`src/common/err_fault_pkg.sv`:
```
package err_fault_pkg;

  // ----------------------------------------------------------------------
  // Error codes
  // ----------------------------------------------------------------------
  localparam logic signed [15:0] ERR_MNEMONIC_LONG = -16'sd112;
  localparam logic signed [15:0] ERR_EXP_LARGE = -16'sd123;
  localparam logic signed [15:0] ERR_TOO_MANY_DIGITS = -16'sd124;
  localparam logic signed [15:0] ERR_CHAR_DATA_LONG = -16'sd144;
  localparam logic signed [15:0] ERR_QUEUE_OVERFLOW = -16'sd350;
  localparam logic signed [15:0] ERR_QUERY_INTERRUPTED = -16'sd410;
  localparam logic signed [15:0] ERR_QUERY_DEADLOCKED = -16'sd430;
  localparam logic signed [15:0] ERR_NONE = 16'sh0000;

  // ----------------------------------------------------------------------
  // Class ranges and event-status bit positions
  // ----------------------------------------------------------------------
  localparam logic signed [15:0] CMD_HI = -16'sd100;
  localparam logic signed [15:0] CMD_LO = -16'sd199;
  localparam logic signed [15:0] EXE_HI = -16'sd200;
  localparam logic signed [15:0] EXE_LO = -16'sd299;
  localparam logic signed [15:0] DEV_HI = -16'sd300;
  localparam logic signed [15:0] DEV_LO = -16'sd399;
  localparam logic signed [15:0] QRY_HI = -16'sd400;
  localparam logic signed [15:0] QRY_LO = -16'sd499;
  localparam int ESR_CMD_BIT = 5;
  localparam int ESR_EXE_BIT = 4;
  localparam int ESR_DEV_BIT = 3;
  localparam int ESR_QRY_BIT = 2;
  localparam logic [7:0] ESR_RESET = 8'h00;

  // ----------------------------------------------------------------------
  // Parser limits and queue
  // ----------------------------------------------------------------------
  localparam int MNEMONIC_MAX = 12;
  localparam int DIGITS_MAX = 255;
  localparam int EXPONENT_MAX = 32000;
  localparam int CHAR_DATA_MAX = 12;
  localparam int QUEUE_DEPTH = 8;
  localparam int QUERY_BUF_MAX = 4;
  localparam int QUES_INHIBIT_BIT = 9;
  localparam logic [15:0] QUES_RESET = 16'h0000;

  // ----------------------------------------------------------------------
  // Carriers
  // ----------------------------------------------------------------------
  typedef struct packed {
    logic header_done;
    logic [7:0] header_len;
    logic number_done;
    logic [8:0] digit_count;
    logic [15:0] exponent_mag;
    logic char_done;
    logic [7:0] char_len;
  } parse_meas_t;

  typedef struct packed {
    logic valid;
    logic signed [15:0] code;
  } err_event_t;

  typedef enum logic [1:0] {
    PORT_FAULT_INHIBIT = 2'b00,
    PORT_DIGITAL_IO = 2'b01
  } port_mode_t;

endpackage : err_fault_pkg

```
`src/core/err_queue.sv`:
```
`timescale 1ns/100ps
module err_queue #(
  parameter int DEPTH = err_fault_pkg::QUEUE_DEPTH
) (
  input wire logic mclk_in,
  input wire logic rst_b_in,
  input wire err_fault_pkg::err_event_t push_in,
  input wire logic pop_in,
  output logic signed [15:0] head_out,
  output logic empty_out
);

  localparam int AW = $clog2(DEPTH);

  logic signed [15:0] mem [DEPTH];
  logic [AW-1:0] rd_ptr;
  logic [AW-1:0] wr_ptr;
  logic [AW:0] count;
  logic do_pop;
  logic do_push;
  logic full_for_push;
  logic signed [15:0] wr_code;

  // ----------------------------------------------------------------------
  // Push and overflow
  // ----------------------------------------------------------------------
  // The last slot is held back for the overflow marker, so excess errors are
  // replaced by an overflow entry (one more for each error pushed in the same cycle as a pop while full) rather than silently lost.
  assign do_pop = pop_in && (count != '0);
  assign full_for_push = (count - (AW+1)'(do_pop)) >= (AW+1)'(DEPTH - 1);
  assign do_push = push_in.valid && (count != (AW+1)'(DEPTH) || do_pop);
  assign wr_code = full_for_push ? err_fault_pkg::ERR_QUEUE_OVERFLOW : push_in.code;

  always_ff @(posedge mclk_in) begin
    if (do_push) begin
      mem[wr_ptr] <= wr_code;
    end
  end

  always_ff @(posedge mclk_in) begin
    if (!rst_b_in) begin
      rd_ptr <= '0;
      wr_ptr <= '0;
      count <= '0;
    end else begin
      if (do_pop) begin
        rd_ptr <= AW'((32'(rd_ptr) + 1) % DEPTH);
      end
      if (do_push) begin
        wr_ptr <= AW'((32'(wr_ptr) + 1) % DEPTH);
      end
      count <= count + (AW+1)'(do_push) - (AW+1)'(do_pop);
    end
  end

  assign head_out = (count == '0) ? err_fault_pkg::ERR_NONE : mem[rd_ptr];
  assign empty_out = (count == '0);

endmodule : err_queue

```
`src/core/error_status_fault_inhibit.sv`:
```
`timescale 1ns/100ps
module error_status_fault_inhibit #(
  parameter int QUEUE_DEPTH = err_fault_pkg::QUEUE_DEPTH,
  parameter int QUERY_BUF_MAX = err_fault_pkg::QUERY_BUF_MAX
) (
  input wire logic mclk_in,
  input wire logic rst_b_in,
  input wire err_fault_pkg::parse_meas_t parse_in,
  input wire err_fault_pkg::err_event_t ext_err_in,
  input wire logic query_pending_in,
  input wire logic device_clear_in,
  input wire logic group_trigger_in,
  input wire logic [7:0] queries_in_string_in,
  input wire logic string_done_in,
  input wire logic error_queue_query_in,
  input wire logic esr_read_in,
  input wire logic ques_read_in,
  input wire logic oper_read_in,
  input wire logic [7:0] esr_enable_in,
  input wire logic [15:0] ques_enable_in,
  input wire logic [15:0] oper_enable_in,
  input wire logic [15:0] oper_cond_in,
  input wire logic [7:0] srq_enable_in,
  input wire err_fault_pkg::port_mode_t port_mode_in,
  input wire logic inhibit_in,
  input wire logic prot_clear_in,
  input wire logic ext_analog_prog_in,
  output logic signed [15:0] error_queue_query_out,
  output logic error_queue_empty_out,
  output logic [7:0] esr_out,
  output logic [15:0] ques_event_out,
  output logic [15:0] oper_event_out,
  output logic fault_indicator_out,
  output logic fault_indicator_oe_out,
  output logic output_enable_out,
  output logic remote_inhibit_protect_out,
  output logic prot_annunciator_out,
  output logic service_request_out
);

  logic [3:0] det;
  logic signed [15:0] det_code [4];
  logic q_int;
  logic q_dead;
  err_fault_pkg::err_event_t next_push;
  logic signed [15:0] head;
  logic empty;
  logic fault_mode;
  logic inhibit_low;
  logic [15:0] ques_rise;
  logic [15:0] oper_prev;
  logic [15:0] oper_rise;
  logic [7:0] next_esr_set;
  logic ques_sum;
  logic oper_sum;
  logic esr_sum;

  // ----------------------------------------------------------------------
  // Parser limit checks
  // ----------------------------------------------------------------------
  assign det[0] = parse_in.header_done && (parse_in.header_len > 8'(err_fault_pkg::MNEMONIC_MAX));
  assign det[1] = parse_in.number_done && (parse_in.digit_count > 9'(err_fault_pkg::DIGITS_MAX));
  assign det[2] = parse_in.number_done && (parse_in.exponent_mag > 16'(err_fault_pkg::EXPONENT_MAX));
  assign det[3] = parse_in.char_done && (parse_in.char_len > 8'(err_fault_pkg::CHAR_DATA_MAX));
  assign det_code[0] = err_fault_pkg::ERR_MNEMONIC_LONG;
  assign det_code[1] = err_fault_pkg::ERR_TOO_MANY_DIGITS;
  assign det_code[2] = err_fault_pkg::ERR_EXP_LARGE;
  assign det_code[3] = err_fault_pkg::ERR_CHAR_DATA_LONG;

  assign q_int = query_pending_in && (device_clear_in || group_trigger_in);
  assign q_dead = string_done_in && (queries_in_string_in > 8'(QUERY_BUF_MAX));

  // ----------------------------------------------------------------------
  // Error selection
  // ----------------------------------------------------------------------
  // Only one error can enter the queue per cycle; a lower priority error seen
  // in the same cycle is dropped, which keeps the queue a single-port write.
  always_comb begin
    next_push.valid = 1'b0;
    next_push.code = err_fault_pkg::ERR_NONE;
    if (q_int) begin
      next_push.valid = 1'b1;
      next_push.code = err_fault_pkg::ERR_QUERY_INTERRUPTED;
    end else if (q_dead) begin
      next_push.valid = 1'b1;
      next_push.code = err_fault_pkg::ERR_QUERY_DEADLOCKED;
    end else if (ext_err_in.valid) begin
      next_push.valid = 1'b1;
      next_push.code = ext_err_in.code;
    end else begin
      for (int i = 3; i >= 0; i--) begin
        if (det[i]) begin
          next_push.valid = 1'b1;
          next_push.code = det_code[i];
        end
      end
    end
  end

  // ----------------------------------------------------------------------
  // Event-status bits by class
  // ----------------------------------------------------------------------
  function automatic logic in_range(input logic signed [15:0] c, input logic signed [15:0] lo,
                                    input logic signed [15:0] hi);
    in_range = (c >= lo) && (c <= hi);
  endfunction : in_range

  always_comb begin
    next_esr_set = 8'h00;
    if (next_push.valid) begin
      next_esr_set[err_fault_pkg::ESR_CMD_BIT] =
        in_range(next_push.code, err_fault_pkg::CMD_LO, err_fault_pkg::CMD_HI);
      next_esr_set[err_fault_pkg::ESR_EXE_BIT] =
        in_range(next_push.code, err_fault_pkg::EXE_LO, err_fault_pkg::EXE_HI);
      next_esr_set[err_fault_pkg::ESR_DEV_BIT] =
        in_range(next_push.code, err_fault_pkg::DEV_LO, err_fault_pkg::DEV_HI);
      next_esr_set[err_fault_pkg::ESR_QRY_BIT] =
        in_range(next_push.code, err_fault_pkg::QRY_LO, err_fault_pkg::QRY_HI);
    end
  end

  // Set wins over the read-clear so an event in the read cycle survives.
  always_ff @(posedge mclk_in) begin
    if (!rst_b_in) begin
      esr_out <= err_fault_pkg::ESR_RESET;
    end else begin
      esr_out <= (esr_read_in ? 8'h00 : esr_out) | next_esr_set;
    end
  end

  // ----------------------------------------------------------------------
  // Error queue
  // ----------------------------------------------------------------------
  err_queue #(
    .DEPTH(QUEUE_DEPTH)
  ) u_queue (
    .mclk_in(mclk_in),
    .rst_b_in(rst_b_in),
    .push_in(next_push),
    .pop_in(error_queue_query_in),
    .head_out(head),
    .empty_out(empty)
  );

  always_ff @(posedge mclk_in) begin
    if (!rst_b_in) begin
      error_queue_query_out <= err_fault_pkg::ERR_NONE;
      error_queue_empty_out <= 1'b1;
    end else begin
      if (error_queue_query_in) begin
        error_queue_query_out <= head;
      end
      error_queue_empty_out <= empty;
    end
  end

  // ----------------------------------------------------------------------
  // Remote inhibit protection
  // ----------------------------------------------------------------------
  assign fault_mode = (port_mode_in == err_fault_pkg::PORT_FAULT_INHIBIT);
  assign inhibit_low = fault_mode && !inhibit_in;

  // The latch holds until inhibit is released and a clear arrives; a clear
  // while still inhibited is ignored.
  always_ff @(posedge mclk_in) begin
    if (!rst_b_in) begin
      remote_inhibit_protect_out <= 1'b0;
    end else if (inhibit_low) begin
      remote_inhibit_protect_out <= 1'b1;
    end else if (prot_clear_in) begin
      remote_inhibit_protect_out <= 1'b0;
    end
  end

  always_ff @(posedge mclk_in) begin
    if (!rst_b_in) begin
      prot_annunciator_out <= 1'b0;
      output_enable_out <= 1'b1;
    end else begin
      prot_annunciator_out <= inhibit_low || (remote_inhibit_protect_out && !prot_clear_in);
      // External analog programming keeps the output enabled; the inhibit latch and annunciator still trip.
      output_enable_out <= ext_analog_prog_in ||
        !(inhibit_low || (remote_inhibit_protect_out && !prot_clear_in));
    end
  end

  // ----------------------------------------------------------------------
  // Questionable and operation events
  // ----------------------------------------------------------------------
  always_comb begin
    ques_rise = 16'h0000;
    ques_rise[err_fault_pkg::QUES_INHIBIT_BIT] = inhibit_low && !remote_inhibit_protect_out;
  end

  assign oper_rise = oper_cond_in & ~oper_prev;

  always_ff @(posedge mclk_in) begin
    if (!rst_b_in) begin
      oper_prev <= 16'h0000;
    end else begin
      oper_prev <= oper_cond_in;
    end
  end

  always_ff @(posedge mclk_in) begin
    if (!rst_b_in) begin
      ques_event_out <= err_fault_pkg::QUES_RESET;
      oper_event_out <= 16'h0000;
    end else begin
      ques_event_out <= (ques_read_in ? 16'h0000 : ques_event_out) | ques_rise;
      oper_event_out <= (oper_read_in ? 16'h0000 : oper_event_out) | oper_rise;
    end
  end

  // ----------------------------------------------------------------------
  // Summaries, fault output and service request
  // ----------------------------------------------------------------------
  assign ques_sum = |(ques_event_out & ques_enable_in);
  assign oper_sum = |(oper_event_out & oper_enable_in);
  assign esr_sum = |(esr_out & esr_enable_in);

  // Open-collector: the pin is only ever pulled low, never driven high.
  always_ff @(posedge mclk_in) begin
    if (!rst_b_in) begin
      fault_indicator_out <= 1'b0;
      fault_indicator_oe_out <= 1'b0;
    end else begin
      fault_indicator_out <= 1'b0;
      fault_indicator_oe_out <= fault_mode && (ques_sum || oper_sum || esr_sum);
    end
  end

  always_ff @(posedge mclk_in) begin
    if (!rst_b_in) begin
      service_request_out <= 1'b0;
    end else begin
      service_request_out <= (srq_enable_in[3] && ques_sum) || (srq_enable_in[5] && esr_sum) ||
        (srq_enable_in[7] && oper_sum);
    end
  end

endmodule : error_status_fault_inhibit

```
`config.mk`:
```
export PLATFORM = sky130hd
export DESIGN_NAME = error_status_fault_inhibit
export DESIGN_NICKNAME = d
export VERILOG_FILES = /design/src/common/err_fault_pkg.sv /design/src/core/err_queue.sv /design/src/core/error_status_fault_inhibit.sv
export SDC_FILE = /design/constraint.sdc
export NUM_CORES = 1
export LEC_CHECK = 0
export ABC_AREA = 1
export BUFFER_PORTS_ARGS = -buffer_cell sky130_fd_sc_hd__clkbuf_2
export CORE_MARGIN = 2
export CORE_UTILIZATION = 48
export CTS_CLUSTER_DIAMETER = 150
export DETAILED_ROUTE_END_ITERATION = 7
export HOLD_SLACK_MARGIN = 0.1
export PLACE_DENSITY = 0.8
export SLEW_MARGIN = 25
export SYNTH_ARGS = -nofsm -noshare
export SYNTH_HDL_FRONTEND = slang
export SYNTH_SLANG_ARGS = --single-unit
```
`constraint.sdc`:
```
create_clock -name mclk_in -period 3 [get_ports mclk_in]
set_input_delay 0.6 -clock mclk_in [delete_from_list [all_inputs] [get_ports mclk_in]]
set_output_delay 0.6 -clock mclk_in [all_outputs]
set_load 0.1 [all_outputs]
```
==> qor.yml <==
outcome:
  outcome: "complete, no violations"
sta:
  skew_ns: 0.008827
  fmax_mhz: 355.9
  finalCritPeriodShare: 0.9367
  slew_headroom: 0.4897
  finalSetupViolations: 0
  finalHoldViolations: 0
  slew_violations: 0
  min_period_ns: 2.810
  worst_pin_slew_ns: 0.7654
  rsz0062_at_grt: "true"
  setup_tns_ns: 0
setup_path:
  path_class: "flop to flop"
  path_max_fanout: 10
  critPathRequiredTime_ns: 3.21
  r2r_start: "u_queue.count[2]"
  critPathMaxStageDelay_ns: 0.37
  reg2reg_setup_slack_ns: 0.19
  r2r_end: "u_queue.mem[4][10]"
  arrival_ns: 3.02
  critPathLaunchType: "flop"
  cp_slowest_cell: "nand3_1"
  cp_cell_sequence: "inv_1, ha_1, nand2_1, nand2_1, inv_1, ha_1, inv_1, ha_1, o211ai_1, nand2_1, clkinv_1, nand3_1"
  ff2ff_path_depth: 12
  end_kind: "flop"
power:
  p_per_area_nw_per_um2: 859.6
  total_power_mw: 8.829
  p_leak_nw: 4.186
  ir_drop_mv: 0.4872
drt:
  routed_wl_um: 18820
  drt-initial-drc-count: 478
  vias: 6405
  viasPerCell: 5.220
  first_pass_iters: 4
  ant_nets: 0
  wl_per_cell_um: 15.34
  drc: 0
place:
  globalplace.congestion: 0.8544
  hpwl_um: 12620
  postPlaceCellArea_um2: 9653
  place.port_buffers: 158
clock_tree:
  clockBufferDepth: 2
  cts_root_buf: "clkbuf_16"
  cts_tree: "done"
  cts_sinks: 200
  htreeDepth: 4
  cts_made_buffers: 17
  clk_latency_ns: 0.43
  cts.clk_slew.worst_paths_ns: 0.07
synth:
  synth_top_family_by_area: "simple AND/OR/NAND/NOR gates"
  synth_seq_area_share: 0.6121
  synth_ff_type: "edfxtp_1"
  synthDistinctLibCells: 47
  syn_area_um2: 8635
  synth_edf_count: 128
  ys_warn_count: 0
  synth-compound-area-share: 0.1240
  yosys.area_share.simple: 0.1514
  syn_inst: 821
  ys_seq_elements: 200
  synth_xor_area_frac: 0.002029
  synth-async-reset-ratio: 0
  avgSynthCellArea_um2: 10.52
  synthAdderAreaFrac: 0.01681
  muxShareOfSynthArea: 0.02550
die:
  fp.dieArea_um2: 19080
  initial_utilization: 0.4856
  fp.coreArea_um2: 17780
  ios: 211
  rows: 49
  dieWidth_um: 138.1
  die_h_um: 138.1
worst_hold_path:
  hp-start: "ext_analog_prog_in"
  hold_end: "output_enable_out"
  worstHoldPathType: "input port to flop"
  hold_depth: 3
final_layout:
  final_cell_mix: "clkbuf_2 (158), edfxtp_1 (128), nand2_1 (126)"
  final_cell_area_um2: 10270
  syn_to_final_growth_pct: 18.95
  antenna_cells: 0
  nets: 1144
  final_common_cell: "clkbuf_2"
  fin_util: 0.5777
  drive_above_1_share: 0.2575
grt:
  grt_pass1_vias: 6255
  grt_pass1_wl_um: 30650
  grt_antenna_before_repair: 0
  track_usage: 0.2013
  overflow: 0
  grt_max_degree: 65
run:
  drv_cap: 0
==> per-stage QoR <==
stage / setup slack, ns / cells / hold slack (ns)
floorplan: 0.1750 / 840 / 0.4079
global placement: 0.2705 / 1195 / 0.4086
detailed placement: 0.2235 / 1195 / 0.4229
CTS: 0.2053 / 1227 / 0.3400
global route: -0.1050 / 1227 / 0.3441
finish: 0.1900 / 1227 / 0.3526
==> worst max-delay path: cells and delay by family, from the launching register on <==
family / cells / cell delay [ns]
AO/OA/AOI/OAI: 1 / 0.09
flip-flops: 1 / 0.36
adder cells (fa/ha/maj): 3 / 0.72
buffers and inverters: 4 / 0.60
AND/OR/NAND/NOR: 4 / 0.80
==> kinds of logic after synthesis <==
logic type	after synthesis
buffers and inverters	129
and+or+nand+nor	299
AOI/OAI and AO/OA	157
other	1
xor gates and xnor gates	2
DFF	200
muxes	22
adders and majority gates	11
==> sequential cells by signal, indices dropped and copies added (netlist names), named ones only <==
signal,flops
u_queue.rd_ptr,3
prot_annunciator_out,1
esr_out,4
error_queue_empty_out,1
u_queue.mem,128
oper_event_out,16
u_queue.count,4
error_queue_query_out,16
remote_inhibit_protect_out,1
service_request_out,1
u_queue.wr_ptr,3
output_enable_out,1
oper_prev,16
fault_indicator_oe_out,1
ques_event_out,1
==> worst max-delay path by stage <==
stage | end | start | slack (ns) | cells after the start
after floorplan | u_queue.mem[1][0] | parse_in[22] | 0.17 | 14
after global placement | u_queue.count[2] | parse_in[17] | 0.27 | 16
after detailed placement | u_queue.count[2] | parse_in[13] | 0.22 | 15
after CTS | u_queue.mem[7][10] | u_queue.count[2] | 0.21 | 12
after global routing | u_queue.mem[7][10] | u_queue.count[2] | -0.11 | 12
final | u_queue.mem[4][10] | u_queue.count[2] | 0.19 | 12
==> timing repair <==
item | in CTS | in global routing
gates resized for setup | 0 | 1
setup buffers | 0 | 0
setup endpoints to repair | 0 | 80
hold buffers | 0 | 0
==> per-layer routing <==
metal | track usage | wire length [um]
met5 | 0 | 0
met4 | 0.06498 | 308
met3 | 0.04157 | 1081
met2 | 0.3465 | 9464
met1 | 0.2560 | 7966
==> where the power goes <==
group	switching, mW	internal [mW]	leakage, nW
logic	2.08	0.677	2.17
registers	0.150	3.57	1.72
clock network	1.02	1.33	0.292
==> cell usage after synthesis (6+ instances only) <==
master	instances	area share
edfxtp_1	128	0.45
nand2_1	126	0.055
nor2_1	109	0.047
dfxtp_1	72	0.17
inv_1	65	0.028
o21ai_0	40	0.023
a21oi_1	34	0.020
clkbuf_1	25	0.011
nand3_1	25	0.014
mux2i_1	22	0.026
o221ai_1	22	0.022
buf_4	21	0.018
o22ai_1	16	0.012
o211ai_1	11	0.0096
ha_1	10	0.014
o32ai_1	10	0.010
nand2_2	9	0.0065
nor2_2	8	0.0058
inv_2	7	0.0030
nand4_1	6	0.0043
==> area by class of cell <==
type	count	area, um2
fill	1457	7508
sequential	200	5286
multi-input combinational	511	2840
timing repair buffer	178	953.4
clock buffer	17	425.4
inverter	77	290.3
tap	229	286.5
clock inverter	15	188.9
No activity file was read; power rests on OpenSTA's default activity.
